==> config.mk <==
export PLATFORM = sky130hd
export DESIGN_NAME = tacc_ctrl_regs
export DESIGN_NICKNAME = d
export VERILOG_FILES = /design/src/tacc_pkg.sv /design/src/tacc_seq_timer.sv /design/src/tacc_ctrl_regs.sv
export VERILOG_INCLUDE_DIRS = /design/src /design/src/src
export SDC_FILE = /design/constraint.sdc
export NUM_CORES = 1
export LEC_CHECK = 0
export BUFFER_PORTS_ARGS = -buffer_cell sky130_fd_sc_hd__buf_2
export CAP_MARGIN = 0
export CORE_MARGIN = 4
export CORE_UTILIZATION = 64
export DETAILED_ROUTE_END_ITERATION = 16
export PLACE_DENSITY = 0.89
export SYNTH_ARGS = -nofsm -noshare
export SYNTH_HDL_FRONTEND = slang
export SYNTH_SLANG_ARGS = --single-unit
==> constraint.sdc <==
create_clock -name clk_sys -period 8.6 [get_ports clk_sys]
set_input_delay 1.29 -clock clk_sys [delete_from_list [all_inputs] [get_ports clk_sys]]
set_output_delay 1.29 -clock clk_sys [all_outputs]
set_load 0.02 [all_outputs]
==> src/tacc_defines.svh <==
// Offsets, field positions, reset values and timing figures of the block.
// Function
// Skip count N discards N sequences per one admitted; zero admits all.
// Full power: calibration held off hold count times 16 sequences.
// Low power: calibration held off hold count times 4 sequences.
// Full-to-low timeout is hold count times 1.25, 1.50, 1.75 or 2.00.
// Forced calibration bit set makes every stage recalibrate.
// Writing sequence restart returns to first stage; the bit self-clears.
// Ten-bit full power near recalibration time, default 3ff.
// Six-bit low power near recalibration time, default 3f.
// Twelve stage low enables gate low-threshold sources onto interrupt.
// Pin setup: 00 off, 01 input, 10 active-low out, 11 active-high out.
// Input trigger: 00 low level, 01 rising, 10 falling, 11 high level.
// Pin interrupt enable lets qualifying pin input events raise interrupt.
// Per-stage low limit status bit sets when low threshold exceeded.
// Interrupt asserted while any enabled low limit status bit is set.
`ifndef TACC_DEFINES_SVH
`define TACC_DEFINES_SVH

// Register offsets on the serial register port.
`define TACC_OFS_CTRL_A 10'h002
`define TACC_OFS_CTRL_B 10'h003
`define TACC_OFS_RECAL 10'h004
`define TACC_OFS_LOW_EN 10'h005
`define TACC_OFS_DONE_EN 10'h007
`define TACC_OFS_LOW_STAT 10'h008

// Field positions in ambient_comp_control_a.
`define TACC_SKIP_LSB 0
`define TACC_FP_HOLD_LSB 4
`define TACC_LP_HOLD_LSB 8
`define TACC_TMO_LSB 12
`define TACC_FORCE_BIT 14
`define TACC_RESTART_BIT 15

// Field positions in proximity_recal_time and the two enable registers.
`define TACC_LP_RECAL_LSB 10
`define TACC_PIN_SETUP_LSB 12
`define TACC_PIN_TRIG_LSB 14
`define TACC_PIN_IRQ_BIT 12

// Reset values.
`define TACC_RST_CTRL_A 16'h0ff0
`define TACC_RST_CTRL_B 16'h0164
`define TACC_RST_RECAL 16'hffff
`define TACC_RST_ZERO 16'h0000

// Sequence multipliers for the hold-off periods, and the timeout base.
`define TACC_FP_HOLD_MULT 16
`define TACC_LP_HOLD_MULT 4
`define TACC_TMO_QUARTERS_BASE 5

`endif

==> src/tacc_pkg.sv <==
// Types shared by the ambient compensation control registers.
package tacc_pkg;

  // Power mode of the conversion engine.
  typedef enum logic {
    TACC_PWR_FULL,
    TACC_PWR_LOW
  } tacc_power_type;

  // General purpose pin setup codes.
  typedef enum logic [1:0] {
    TACC_PIN_OFF = 2'h0,
    TACC_PIN_IN = 2'h1,
    TACC_PIN_OUT_LOW = 2'h2,
    TACC_PIN_OUT_HIGH = 2'h3
  } tacc_pin_type;

endpackage : tacc_pkg

==> src/tacc_seq_timer.sv <==
// Loadable down-counter that runs in whole conversion sequences.
module tacc_seq_timer #(
  parameter int WIDTH = 10
) (
  // Clock and reset.
  input wire logic clk_sys,
  input wire logic rst_n,
  input wire logic ce,
  // Control.
  input wire logic load,
  input wire logic [WIDTH-1:0] load_value,
  input wire logic seq_tick,
  // Status.
  output logic busy_reg,
  output logic expire_reg
);

  logic [WIDTH-1:0] count_reg;
  logic [WIDTH-1:0] count_next;
  wire last_tick = seq_tick && (count_reg == {{(WIDTH-1){1'b0}}, 1'b1});

  // Load wins over the tick so a fresh event always restarts the period.
  assign count_next = load ? load_value :
                      (seq_tick && busy_reg) ? count_reg - 1'b1 : count_reg;

  // The counter stops at zero; a zero load value means no period at all.
  always_ff @(posedge clk_sys or negedge rst_n) begin
    if (!rst_n) begin
      count_reg <= '0;
      busy_reg <= 1'b0;
      expire_reg <= 1'b0;
    end else if (ce) begin
      count_reg <= count_next;
      busy_reg <= (count_next != '0);
      expire_reg <= !load && busy_reg && last_tick;
    end
  end

endmodule : tacc_seq_timer

==> src/tacc_ctrl_regs.sv <==
// Ambient compensation control registers and their sequencing logic.
`include "tacc_defines.svh"

module tacc_ctrl_regs #(
  parameter int STAGES = 12,
  parameter int ADDR_W = 10,
  parameter int DATA_W = 16
) (
  // Clock, reset and clock enable.
  input wire logic clk_sys,
  input wire logic rst_n,
  input wire logic ce,
  // Register port from the serial interface decoder.
  input wire logic [ADDR_W-1:0] reg_addr,
  input wire logic [DATA_W-1:0] reg_wdata,
  input wire logic reg_wr,
  input wire logic reg_rd,
  output logic [DATA_W-1:0] reg_rdata_reg,
  output logic reg_rvalid_reg,
  // Conversion engine events.
  input wire logic seq_done,
  input wire logic near_active,
  input wire logic [STAGES-1:0] stage_low_hit,
  // Conversion engine controls.
  output logic fifo_admit_reg,
  output logic cal_suspend_reg,
  output logic low_power_reg,
  output logic force_cal_reg,
  output logic seq_restart_reg,
  output logic near_recal_req_reg,
  output logic [7:0] near_recal_level_reg,
  output logic [1:0] slow_filter_step_level_reg,
  // Interrupt pin, active low.
  output logic irq_n_reg,
  // General purpose pin.
  input wire logic gpio_in,
  output logic gpio_out_reg,
  output logic gpio_oe_n_reg
);

  // Register storage.
  logic [DATA_W-1:0] ctrl_a_reg;
  logic [DATA_W-1:0] ctrl_b_reg;
  logic [DATA_W-1:0] recal_reg;
  logic [DATA_W-1:0] low_en_reg;
  logic pin_irq_en_reg;
  logic [STAGES-1:0] low_stat_reg;
  logic pin_event_reg;
  logic gpio_prev_reg;
  logic [3:0] skip_cnt_reg;
  logic [9:0] near_cnt_reg;
  tacc_pkg::tacc_power_type power_reg;
  tacc_pkg::tacc_power_type power_next;

  // Address decode.
  wire wr_a = reg_wr && (reg_addr == `TACC_OFS_CTRL_A);
  wire wr_b = reg_wr && (reg_addr == `TACC_OFS_CTRL_B);
  wire wr_recal = reg_wr && (reg_addr == `TACC_OFS_RECAL);
  wire wr_low_en = reg_wr && (reg_addr == `TACC_OFS_LOW_EN);
  wire wr_done_en = reg_wr && (reg_addr == `TACC_OFS_DONE_EN);
  wire rd_stat = reg_rd && (reg_addr == `TACC_OFS_LOW_STAT);

  // Field extraction.
  wire [3:0] fast_filter_skip_count = ctrl_a_reg[`TACC_SKIP_LSB +: 4];
  wire [3:0] full_power_cal_hold_count = ctrl_a_reg[`TACC_FP_HOLD_LSB +: 4];
  wire [3:0] low_power_cal_hold_count = ctrl_a_reg[`TACC_LP_HOLD_LSB +: 4];
  wire [1:0] power_drop_timeout_select = ctrl_a_reg[`TACC_TMO_LSB +: 2];
  wire [9:0] full_power_near_recal_time = recal_reg[9:0];
  wire [5:0] low_power_near_recal_time = recal_reg[`TACC_LP_RECAL_LSB +: 6];
  wire [STAGES-1:0] stage_low_irq_enable = low_en_reg[STAGES-1:0];
  wire [1:0] pin_setup = low_en_reg[`TACC_PIN_SETUP_LSB +: 2];
  wire [1:0] pin_trigger = low_en_reg[`TACC_PIN_TRIG_LSB +: 2];

  // Hold-off period in sequences, scaled by the active power mode.
  function automatic logic [9:0] hold_sequences(
    input tacc_pkg::tacc_power_type mode,
    input logic [3:0] fp_count,
    input logic [3:0] lp_count
  );
    logic [9:0] fp_seq;
    logic [9:0] lp_seq;
    fp_seq = 10'({fp_count, 4'h0});
    lp_seq = 10'({lp_count, 2'h0});
    hold_sequences = (mode == tacc_pkg::TACC_PWR_LOW) ? lp_seq : fp_seq;
  endfunction : hold_sequences

  // Timeout = hold count x 16 sequences x (5 + select) / 4.
  function automatic logic [9:0] timeout_sequences(
    input logic [3:0] fp_count,
    input logic [1:0] sel
  );
    logic [9:0] quarters;
    // Ten-bit operands: select 11 gives eight quarters, and 15 x 4 x 8 needs 9 bits.
    quarters = 10'(`TACC_TMO_QUARTERS_BASE) + {8'h00, sel};
    timeout_sequences = {4'h0, fp_count, 2'h0} * quarters;
  endfunction : timeout_sequences

  // Write side of the control registers.
  always_ff @(posedge clk_sys or negedge rst_n) begin
    if (!rst_n) begin
      ctrl_a_reg <= `TACC_RST_CTRL_A;
      ctrl_b_reg <= `TACC_RST_CTRL_B;
      recal_reg <= `TACC_RST_RECAL;
      low_en_reg <= `TACC_RST_ZERO;
      pin_irq_en_reg <= 1'b0;
    end else if (ce) begin
      if (wr_a) begin
        ctrl_a_reg <= reg_wdata & ~(16'h1 << `TACC_RESTART_BIT);
      end
      if (wr_b) begin
        ctrl_b_reg <= reg_wdata;
      end
      if (wr_recal) begin
        recal_reg <= reg_wdata;
      end
      if (wr_low_en) begin
        low_en_reg <= reg_wdata;
      end
      if (wr_done_en) begin
        pin_irq_en_reg <= reg_wdata[`TACC_PIN_IRQ_BIT];
      end
    end
  end

  // Read multiplexer; unmapped offsets read as zero.
  wire [DATA_W-1:0] rd_mux =
    (reg_addr == `TACC_OFS_CTRL_A) ? ctrl_a_reg :
    (reg_addr == `TACC_OFS_CTRL_B) ? ctrl_b_reg :
    (reg_addr == `TACC_OFS_RECAL) ? recal_reg :
    (reg_addr == `TACC_OFS_LOW_EN) ? low_en_reg :
    (reg_addr == `TACC_OFS_DONE_EN) ?
      DATA_W'({pin_irq_en_reg, 12'h000}) :
    (reg_addr == `TACC_OFS_LOW_STAT) ?
      DATA_W'({pin_event_reg, low_stat_reg}) :
    '0;

  // Read data is registered and answers one cycle after the strobe.
  always_ff @(posedge clk_sys or negedge rst_n) begin
    if (!rst_n) begin
      reg_rdata_reg <= '0;
      reg_rvalid_reg <= 1'b0;
    end else if (ce) begin
      reg_rvalid_reg <= reg_rd;
      if (reg_rd) begin
        reg_rdata_reg <= rd_mux;
      end
    end
  end

  // Fast filter admission: admit one sequence, then discard N.
  wire skip_wrap = (skip_cnt_reg >= fast_filter_skip_count);
  always_ff @(posedge clk_sys or negedge rst_n) begin
    if (!rst_n) begin
      skip_cnt_reg <= 4'h0;
      fifo_admit_reg <= 1'b0;
    end else if (ce) begin
      fifo_admit_reg <= seq_done && skip_cnt_reg == 4'h0;
      if (seq_restart_reg) begin
        skip_cnt_reg <= 4'h0;
      end else if (seq_done) begin
        skip_cnt_reg <= skip_wrap ? 4'h0 : skip_cnt_reg + 4'h1;
      end
    end
  end

  // Calibration hold-off restarts on every sequence that sees proximity.
  wire near_seq = seq_done && near_active;
  wire hold_busy;
  wire tmo_expire;
  wire [9:0] hold_len = hold_sequences(power_reg,
                                       full_power_cal_hold_count,
                                       low_power_cal_hold_count);
  tacc_seq_timer #(.WIDTH(10)) u_hold (
    .clk_sys(clk_sys),
    .rst_n(rst_n),
    .ce(ce),
    .load(near_seq),
    .load_value(hold_len),
    .seq_tick(seq_done && !near_active),
    .busy_reg(hold_busy),
    .expire_reg()
  );

  // Full power idle timeout; any proximity sequence reloads it.
  wire tmo_running;
  wire tmo_load = (near_seq || power_reg == tacc_pkg::TACC_PWR_LOW) ||
                  (seq_done && !tmo_running);
  tacc_seq_timer #(.WIDTH(10)) u_timeout (
    .clk_sys(clk_sys),
    .rst_n(rst_n),
    .ce(ce),
    .load(tmo_load && !(tmo_running && !near_seq &&
          power_reg == tacc_pkg::TACC_PWR_FULL)),
    .load_value(timeout_sequences(full_power_cal_hold_count,
                                  power_drop_timeout_select)),
    .seq_tick(seq_done),
    .busy_reg(tmo_running),
    .expire_reg(tmo_expire)
  );

  // Power mode: proximity wakes to full power, the timeout drops to low.
  always_comb begin
    case (power_reg)
      tacc_pkg::TACC_PWR_FULL: begin
        power_next = tmo_expire ? tacc_pkg::TACC_PWR_LOW
                                : tacc_pkg::TACC_PWR_FULL;
      end
      tacc_pkg::TACC_PWR_LOW: begin
        power_next = near_seq ? tacc_pkg::TACC_PWR_FULL
                              : tacc_pkg::TACC_PWR_LOW;
      end
      default: begin
        power_next = tacc_pkg::TACC_PWR_FULL;
      end
    endcase
  end

  // Near recalibration: proximity persisting past the time forces recal.
  wire [9:0] near_limit = (power_reg == tacc_pkg::TACC_PWR_LOW) ?
    {4'h0, low_power_near_recal_time} : full_power_near_recal_time;
  wire near_hit = near_seq && (near_cnt_reg >= near_limit);

  // Mode, proximity counter and conversion engine controls.
  always_ff @(posedge clk_sys or negedge rst_n) begin
    if (!rst_n) begin
      power_reg <= tacc_pkg::TACC_PWR_FULL;
      near_cnt_reg <= 10'h000;
      near_recal_req_reg <= 1'b0;
      low_power_reg <= 1'b0;
      cal_suspend_reg <= 1'b0;
      force_cal_reg <= 1'b0;
      seq_restart_reg <= 1'b0;
      near_recal_level_reg <= 8'h00;
      slow_filter_step_level_reg <= 2'h0;
    end else if (ce) begin
      power_reg <= power_next;
      low_power_reg <= (power_next == tacc_pkg::TACC_PWR_LOW);
      cal_suspend_reg <= hold_busy;
      force_cal_reg <= ctrl_a_reg[`TACC_FORCE_BIT];
      seq_restart_reg <= wr_a && reg_wdata[`TACC_RESTART_BIT];
      near_recal_level_reg <= ctrl_b_reg[7:0];
      slow_filter_step_level_reg <= ctrl_b_reg[15:14];
      near_recal_req_reg <= near_hit;
      if (seq_done && !near_active) begin
        near_cnt_reg <= 10'h000;
      end else if (near_seq) begin
        near_cnt_reg <= near_hit ? 10'h000 : near_cnt_reg + 10'h001;
      end
    end
  end

  // Pin input trigger decode.
  wire pin_is_input = (pin_setup == tacc_pkg::TACC_PIN_IN);
  wire pin_trig =
    (pin_trigger == 2'h0) ? !gpio_in :
    (pin_trigger == 2'h1) ? (gpio_in && !gpio_prev_reg) :
    (pin_trigger == 2'h2) ? (!gpio_in && gpio_prev_reg) :
    gpio_in;
  wire pin_set = pin_is_input && pin_trig;

  // Status flags: a new event in the read cycle wins over the clear.
  wire [STAGES-1:0] low_stat_next =
    (rd_stat ? '0 : low_stat_reg) | stage_low_hit;
  wire pin_event_next = (rd_stat ? 1'b0 : pin_event_reg) | pin_set;
  wire irq_any = |(low_stat_next & stage_low_irq_enable) ||
                 (pin_event_next && pin_irq_en_reg);

  // Status, interrupt pin and general purpose pin drive.
  always_ff @(posedge clk_sys or negedge rst_n) begin
    if (!rst_n) begin
      low_stat_reg <= '0;
      pin_event_reg <= 1'b0;
      gpio_prev_reg <= 1'b0;
      irq_n_reg <= 1'b1;
      gpio_out_reg <= 1'b0;
      gpio_oe_n_reg <= 1'b1;
    end else if (ce) begin
      low_stat_reg <= low_stat_next;
      pin_event_reg <= pin_event_next;
      gpio_prev_reg <= gpio_in;
      irq_n_reg <= !irq_any;
      gpio_oe_n_reg <= !pin_setup[1];
      gpio_out_reg <= (pin_setup == tacc_pkg::TACC_PIN_OUT_HIGH) ?
                      irq_any : !irq_any;
    end
  end

endmodule : tacc_ctrl_regs

Yosys cells after proc, flatten, opt, wreduce, memory -nomap -nowiden
Cells that the tools add are included.
Widths: inputs -> output; s select.
Cells by class
  add/subtract/negate cells: 5
  multiply operators: 1
  divide/modulo/power cells: 0
  magnitude comparators: 2
  equality and inequality tests: 11
  shifts and indexed selects: 0
  multiplexer cells: 27
  bitwise gates (word level): 4
  reductions and logical operators: 51
Operators by type and width (count)
  $mux 10: 8
  $mux 16: 4
  $eq 10x3->1 const B: 3
  $mux 13: 2
  $logic_and 1x1->1: 24
  $eq 10x2->1 const B: 2
  $reduce_bool 10->1: 2
  $sub 10x1->10 const B: 2
  $reduce_and 2->1: 8
  $and 12x12->12: 1
  $mux 12: 1
  $mux 4: 3
  $or 12x12->12: 1
  $reduce_or 12->1: 1
  $add 10x1->10 const B: 1
  $eq 10x1->1 const B: 1
  $eq 10x4->1 const B: 1
  $ge 10x10->1: 1
  $logic_not 1->1: 9
  $mul 4x4->8: 1
  $mux 8: 1
  $mux 1: 7
  $add 3x2->4 const A: 1
  $add 4x1->4 const B: 1
  other kinds (10): 15
Word-level totals
  register bits: 151
  bits in latches: 0
  memory bits (writable): 0
  bits in read-only memories: 0
  input bits: 46
  output and inout bits: 36
  word-level logic and storage cells: 129
  memories kept: 0

Longest topological paths before layout
  depth after elaboration: 11
  gate-level depth with buffers: 13
  mapped depth without buffers: 13

Cells and area by module
From an unflattened synthesis, not the netlist that was laid out.
Second synthesis, totals
  cells, all modules: 823
  area total of the unflattened synthesis: 8799.7 µm²
Modules (own cells, without submodules)
  tacc_ctrl_regs: instances 1, cells each 603, area an instance 6837.8 µm², seq. area each 3240.6 µm²
  tacc_seq_timer: instances 2, cells each 110, area an instance 980.9 µm², seq. area each 300.3 µm²

Least setup slack after synthesis
No wires, ideal clock.
  path kind: register to register
  from: reg ctrl_a_reg[12]
  to: reg u_timeout.count_reg[8]
  setup time: 0.125 ns
  arrival: 3.094 ns
  data required time: 8.475 ns
  path slack: 5.381 ns
  stages on the path, launching flop included: 12
  buffers on the path: 0
  clock period less this slack: 3.219 ns
  cells stage by stage: dfrtp_1 -> ha_1 -> mux2_2 -> ha_1 -> fa_1 -> inv_1 -> fa_1 -> nand2b_1 -> a21oi_1 -> xnor2_1 -> mux2i_1 -> mux2_2
On the way
  word-level cells in the longest chain between the ends: 3
RTL lines
  from (decl): RTL line tacc_ctrl_regs.sv:42  | logic [DATA_W-1:0] ctrl_a_reg;
  from (signal assigned): RTL line tacc_ctrl_regs.sv:101  | ctrl_a_reg <= `TACC_RST_CTRL_A;
  from (signal assigned): RTL line tacc_ctrl_regs.sv:108  | ctrl_a_reg <= reg_wdata & ~(16'h1 << `TACC_RESTART_BIT);
  $add 3x2->4: RTL line tacc_ctrl_regs.sv:94  | quarters = 10'(`TACC_TMO_QUARTERS_BASE) + {8'h00, sel};
  $mul 4x4->8: RTL line tacc_ctrl_regs.sv:95  | timeout_sequences = {4'h0, fp_count, 2'h0} * quarters;
  $mux 10: RTL line tacc_seq_timer.sv:23  | assign count_next = load ? load_value :
  to (signal assigned): RTL line tacc_seq_timer.sv:33  | count_reg <= count_next;
  to (decl): RTL line tacc_seq_timer.sv:18  | logic [WIDTH-1:0] count_reg;
No other way between the ends.
A chain may end at the register's enable or synchronous reset.

Worst setup path after layout
  from: in reg_addr[5]
  to: reg ctrl_a_reg[14]
On the way
  word-level cells in the longest chain between the ends: 3
RTL lines
  from (decl): RTL line tacc_ctrl_regs.sv:14  | input wire logic [ADDR_W-1:0] reg_addr,
  $eq 10x2->1 (no line)
  $logic_and 1x1->1: RTL line tacc_ctrl_regs.sv:56  | wire wr_a = reg_wr && (reg_addr == `TACC_OFS_CTRL_A);
  $reduce_and 2->1 (no line)
No other way between the ends.

==> run_results.csv <==
group,metric,value,unit
power,switchingPower,502.2,uW
hold_path,hold_path_class,"register to register",
timing,fin_crit_sh,50.28,%
cts,cts_tree,"built",
timing,rsz0062_at_grt,"no",
hold_path,whs_endpoint,"irq_n_reg",
synth,async_flop_share,100.0,%
synth,synth_most_common_cell,"dfrtp_1",
power,p_per_area,201.3,nW/um^2
timing,worst_pin_slew,1.068,ns
timing,min_period,4.324,ns
routing,vias,6733,
timing,clock.fmax,231.3,MHz
layout,fillerInstances,811,
timing,finalSetupViolations,0,
placed_design,io_buffers,81,
grt,track_usage,30.86,%
placed_design,gp_congestion,0.8850,
cts,cts_hold_repair.buffers,0,
layout,synthToLayoutAreaGrowth,13.18,%
die,die_w,121.9,um
synth,ys_top_cells_by_count,"dfrtp_1 (121), mux2_2 (76), nand2_1 (69), o21ai_0 (56), inv_1 (36)",
cts,h-tree-depth,4,
synth,syn-num-nets,857,
power,p_sw_share,26.54,%
routing,drt_iter0_drc,917,
routing,postRouteWirelength,21810,um
cts,cts-root-buf,"clkbuf_16",
hold_path,min-delay-start,"irq_n_reg",
timing,tns,0,ns
grt,first_global_vias,6862,
timing,slew_headroom,28.63,%
routing,dr.pass1.iters,9,
layout,drive_gt1_share,27.63,%
power,p_int,1.390,mW
timing,setup_ws,4.276,ns
setup_path,required,8.92,ns
synth,ys_seq_area_share,45.94,%
die,coreArea,12670,um^2
synth,yosys.cell_types.count,75,
power,p_leak,4.503,nW
power,power,1.892,mW
cts,cts.repair.resized,0,
synth,synth-edff-count,0,
power,combPwrFrac,13.5,%
setup_path,regToRegStartpoint,"ctrl_a_reg[12]",
power,ir_drop,0.1416,mV
synth,avgSynthCellArea,10.72,um^2
synth,postSynthCellCount,775,
routing,wl_per_cell,21.41,um
routing,post-route-drc-count,0,
synth,netlist_top_cells_area,"dfrtp_1 (36%), mux2_2 (10%), dfstp_2 (9.5%)",
power,seqPwrFrac,42.7,%
setup_path,worstPathArrival,4.64,ns
placed_design,dp_slack,3.958,ns
synth,synth_seq_cells,151,
run,maxCapViolCount,0,
timing,clock_skew,0.007353,ns
synth,synth_top_area_cell,"dfrtp_1",
cts,cts_buffer_depth,2,
synth,ys.flop_type,"dfrtp_1",
die,die_h,121.9,um
setup_path,startpoint_type,"input port",
grt,grt_max_degree,87,
grt,antenna_found_initial,0,
grt,grt_remaining_overflow,0,
die,die_area,14870,um^2
setup_path,ff2ff_setup_slack,4.86,ns
power,power_frac_clock,43.8,%
setup_path,rr_worst_depth,11,
routing,via_per_inst,6.607,
cts,cts_setup_buffers,0,
synth,mappedNetlistArea,8307,um^2
cts,clock_sinks,151,
hold_path,min_path_cells,2,
synth,synth_top_area_share,36.45,%
setup_path,timing.rr.end,"u_timeout.count_reg[8]",
cts,clk_pin_slew,0.06,ns
cts,cts_buffers,17,
placed_design,dp_hpwl,15030,um
setup_path,cp-end-kind,"register",
cts,worstSkewPairLatency,0.43,ns
routing,antenna_left,0,
timing,hold_slack,0.4825,ns
grt,grt_pass1_wl,35690,um
timing,drv_slew,0,
layout,nets,916,
layout,antenna_cells,0,
die,num_io_pins,82,
setup_path,worstPathMaxFanout,20,
synth,ys.warnings.count,0,
setup_path,path_class,"input port to register",
die,rows,41,
timing,timing.final.hold_violations,0,
run_status,status,"complete, no violations",
die,start_util,65.56,%
## kinds of logic (layout without fill, tap and decap cells)
logic type / count (synthesis) / after routing / share of synthesized area, %
simple gates: 187 / 187 / 11.82
mux: 99 / 99 / 13.24
compound gates: 206 / 206 / 17.55
flops: 151 / 151 / 45.94
fa+ha+maj: 36 / 36 / 5.694
xor+xnor: 14 / 14 / 1.476
buf+inv: 81 / 153 / 4.232
other cells: 1 / 1 / 0.04514
## cells in the final DEF, fill, tap and decap left out, types with 4 or more instances in the layout
| cell | n |
|---|---|
| a2bb2oi_1 | 12 |
| nand2_1 | 69 |
| and3_1 | 6 |
| mux2_2 | 76 |
| buf_2 | 80 |
| mux2i_1 | 12 |
| a21o_1 | 19 |
| nand3_1 | 15 |
| xnor2_1 | 12 |
| nor2b_1 | 4 |
| a41oi_1 | 4 |
| or3_1 | 5 |
| o311ai_2 | 4 |
| bufinv_16 | 5 |
| a22o_1 | 15 |
| nor3_1 | 10 |
| inv_6 | 4 |
| a222oi_1 | 14 |
| dfstp_2 | 30 |
| ha_1 | 33 |
| clkbuf_16 | 17 |
| nor4_1 | 5 |
| nand4_1 | 7 |
| a22oi_1 | 5 |
| a21oi_1 | 35 |
| nor2_1 | 24 |
| and2_1 | 7 |
| inv_1 | 36 |
| mux2_1 | 11 |
| o21ai_0 | 56 |
| nand2b_1 | 13 |
| o21ai_1 | 7 |
| dfrtp_1 | 121 |
## critical path, stage by stage
cell	delay (ns)
buf_2	0.11
nor4_4	0.39
nand4b_1	0.62
nor2_1	0.99
and3_1	0.82
mux2_2	0.42
## power groups by stage
stage / combinational [mW] / sequential, mW / clock, mW
2_1_floorplan: 0.172 / 0.808 / 0
4_1_cts: 0.253 / 0.806 / 0.835
3_5_place_dp: 0.249 / 0.817 / 0
5_1_grt: 0.285 / 0.815 / 0.867
3_3_place_gp: 0.237 / 0.812 / 0
6_report: 0.256 / 0.808 / 0.828
## area by class of cell
| cell class | instances | area, um^2 | area share (%) |
|---|---|---|---|
| multi-input cells | 543 | 4139 | 44.02 |
| flip-flops and latches | 151 | 3816 | 40.59 |
| clock buffers | 18 | 439.2 | 4.671 |
| repair buffers | 84 | 434.2 | 4.618 |
| clock inverters | 14 | 219.0 | 2.329 |
| well taps | 172 | 215.2 | 2.289 |
| inverters | 37 | 138.9 | 1.477 |
## per-layer routing
layer | global-route usage [%] | part of all wire (%) | routed length, um | up-vias
li1 | - | - | - | 2971
met1 | 40.47 | 39 | 8557 | 3290
met2 | 49.62 | 48 | 10570 | 396
met3 | 6.360 | 8.1 | 1762 | 76
met4 | 14.36 | 4.2 | 920 | 0
met5 | 0 | 0 | 0 | -
## worst max-delay path by stage
stage                   start                     end  slack [ns]  depth (start not counted)
2_1_floorplan  ctrl_a_reg[12]  u_timeout.count_reg[8]        5.38                         11
3_3_place_gp      reg_addr[5]           ctrl_a_reg[0]        4.21                          6
3_5_place_dp      reg_addr[5]          ctrl_a_reg[14]        3.96                          6
4_1_cts           reg_addr[5]          ctrl_a_reg[14]        4.37                          6
5_1_grt           reg_addr[5]           ctrl_a_reg[0]        4.14                          6
6_report          reg_addr[5]          ctrl_a_reg[14]        4.28                          6
## metrics by stage
step / instances / cell area (um^2) / util (%)
2_1_floorplan: 775 / 8307 / -
3_3_place_gp: 987 / 8743 / 69.00
3_5_place_dp: 987 / 8743 / 69.00
4_1_cts: 1019 / 9402 / 74.20
5_1_grt: 1019 / 9402 / 74.20
6_report: 1019 / 9402 / 74.20
Power figures use the tool's default switching activity.
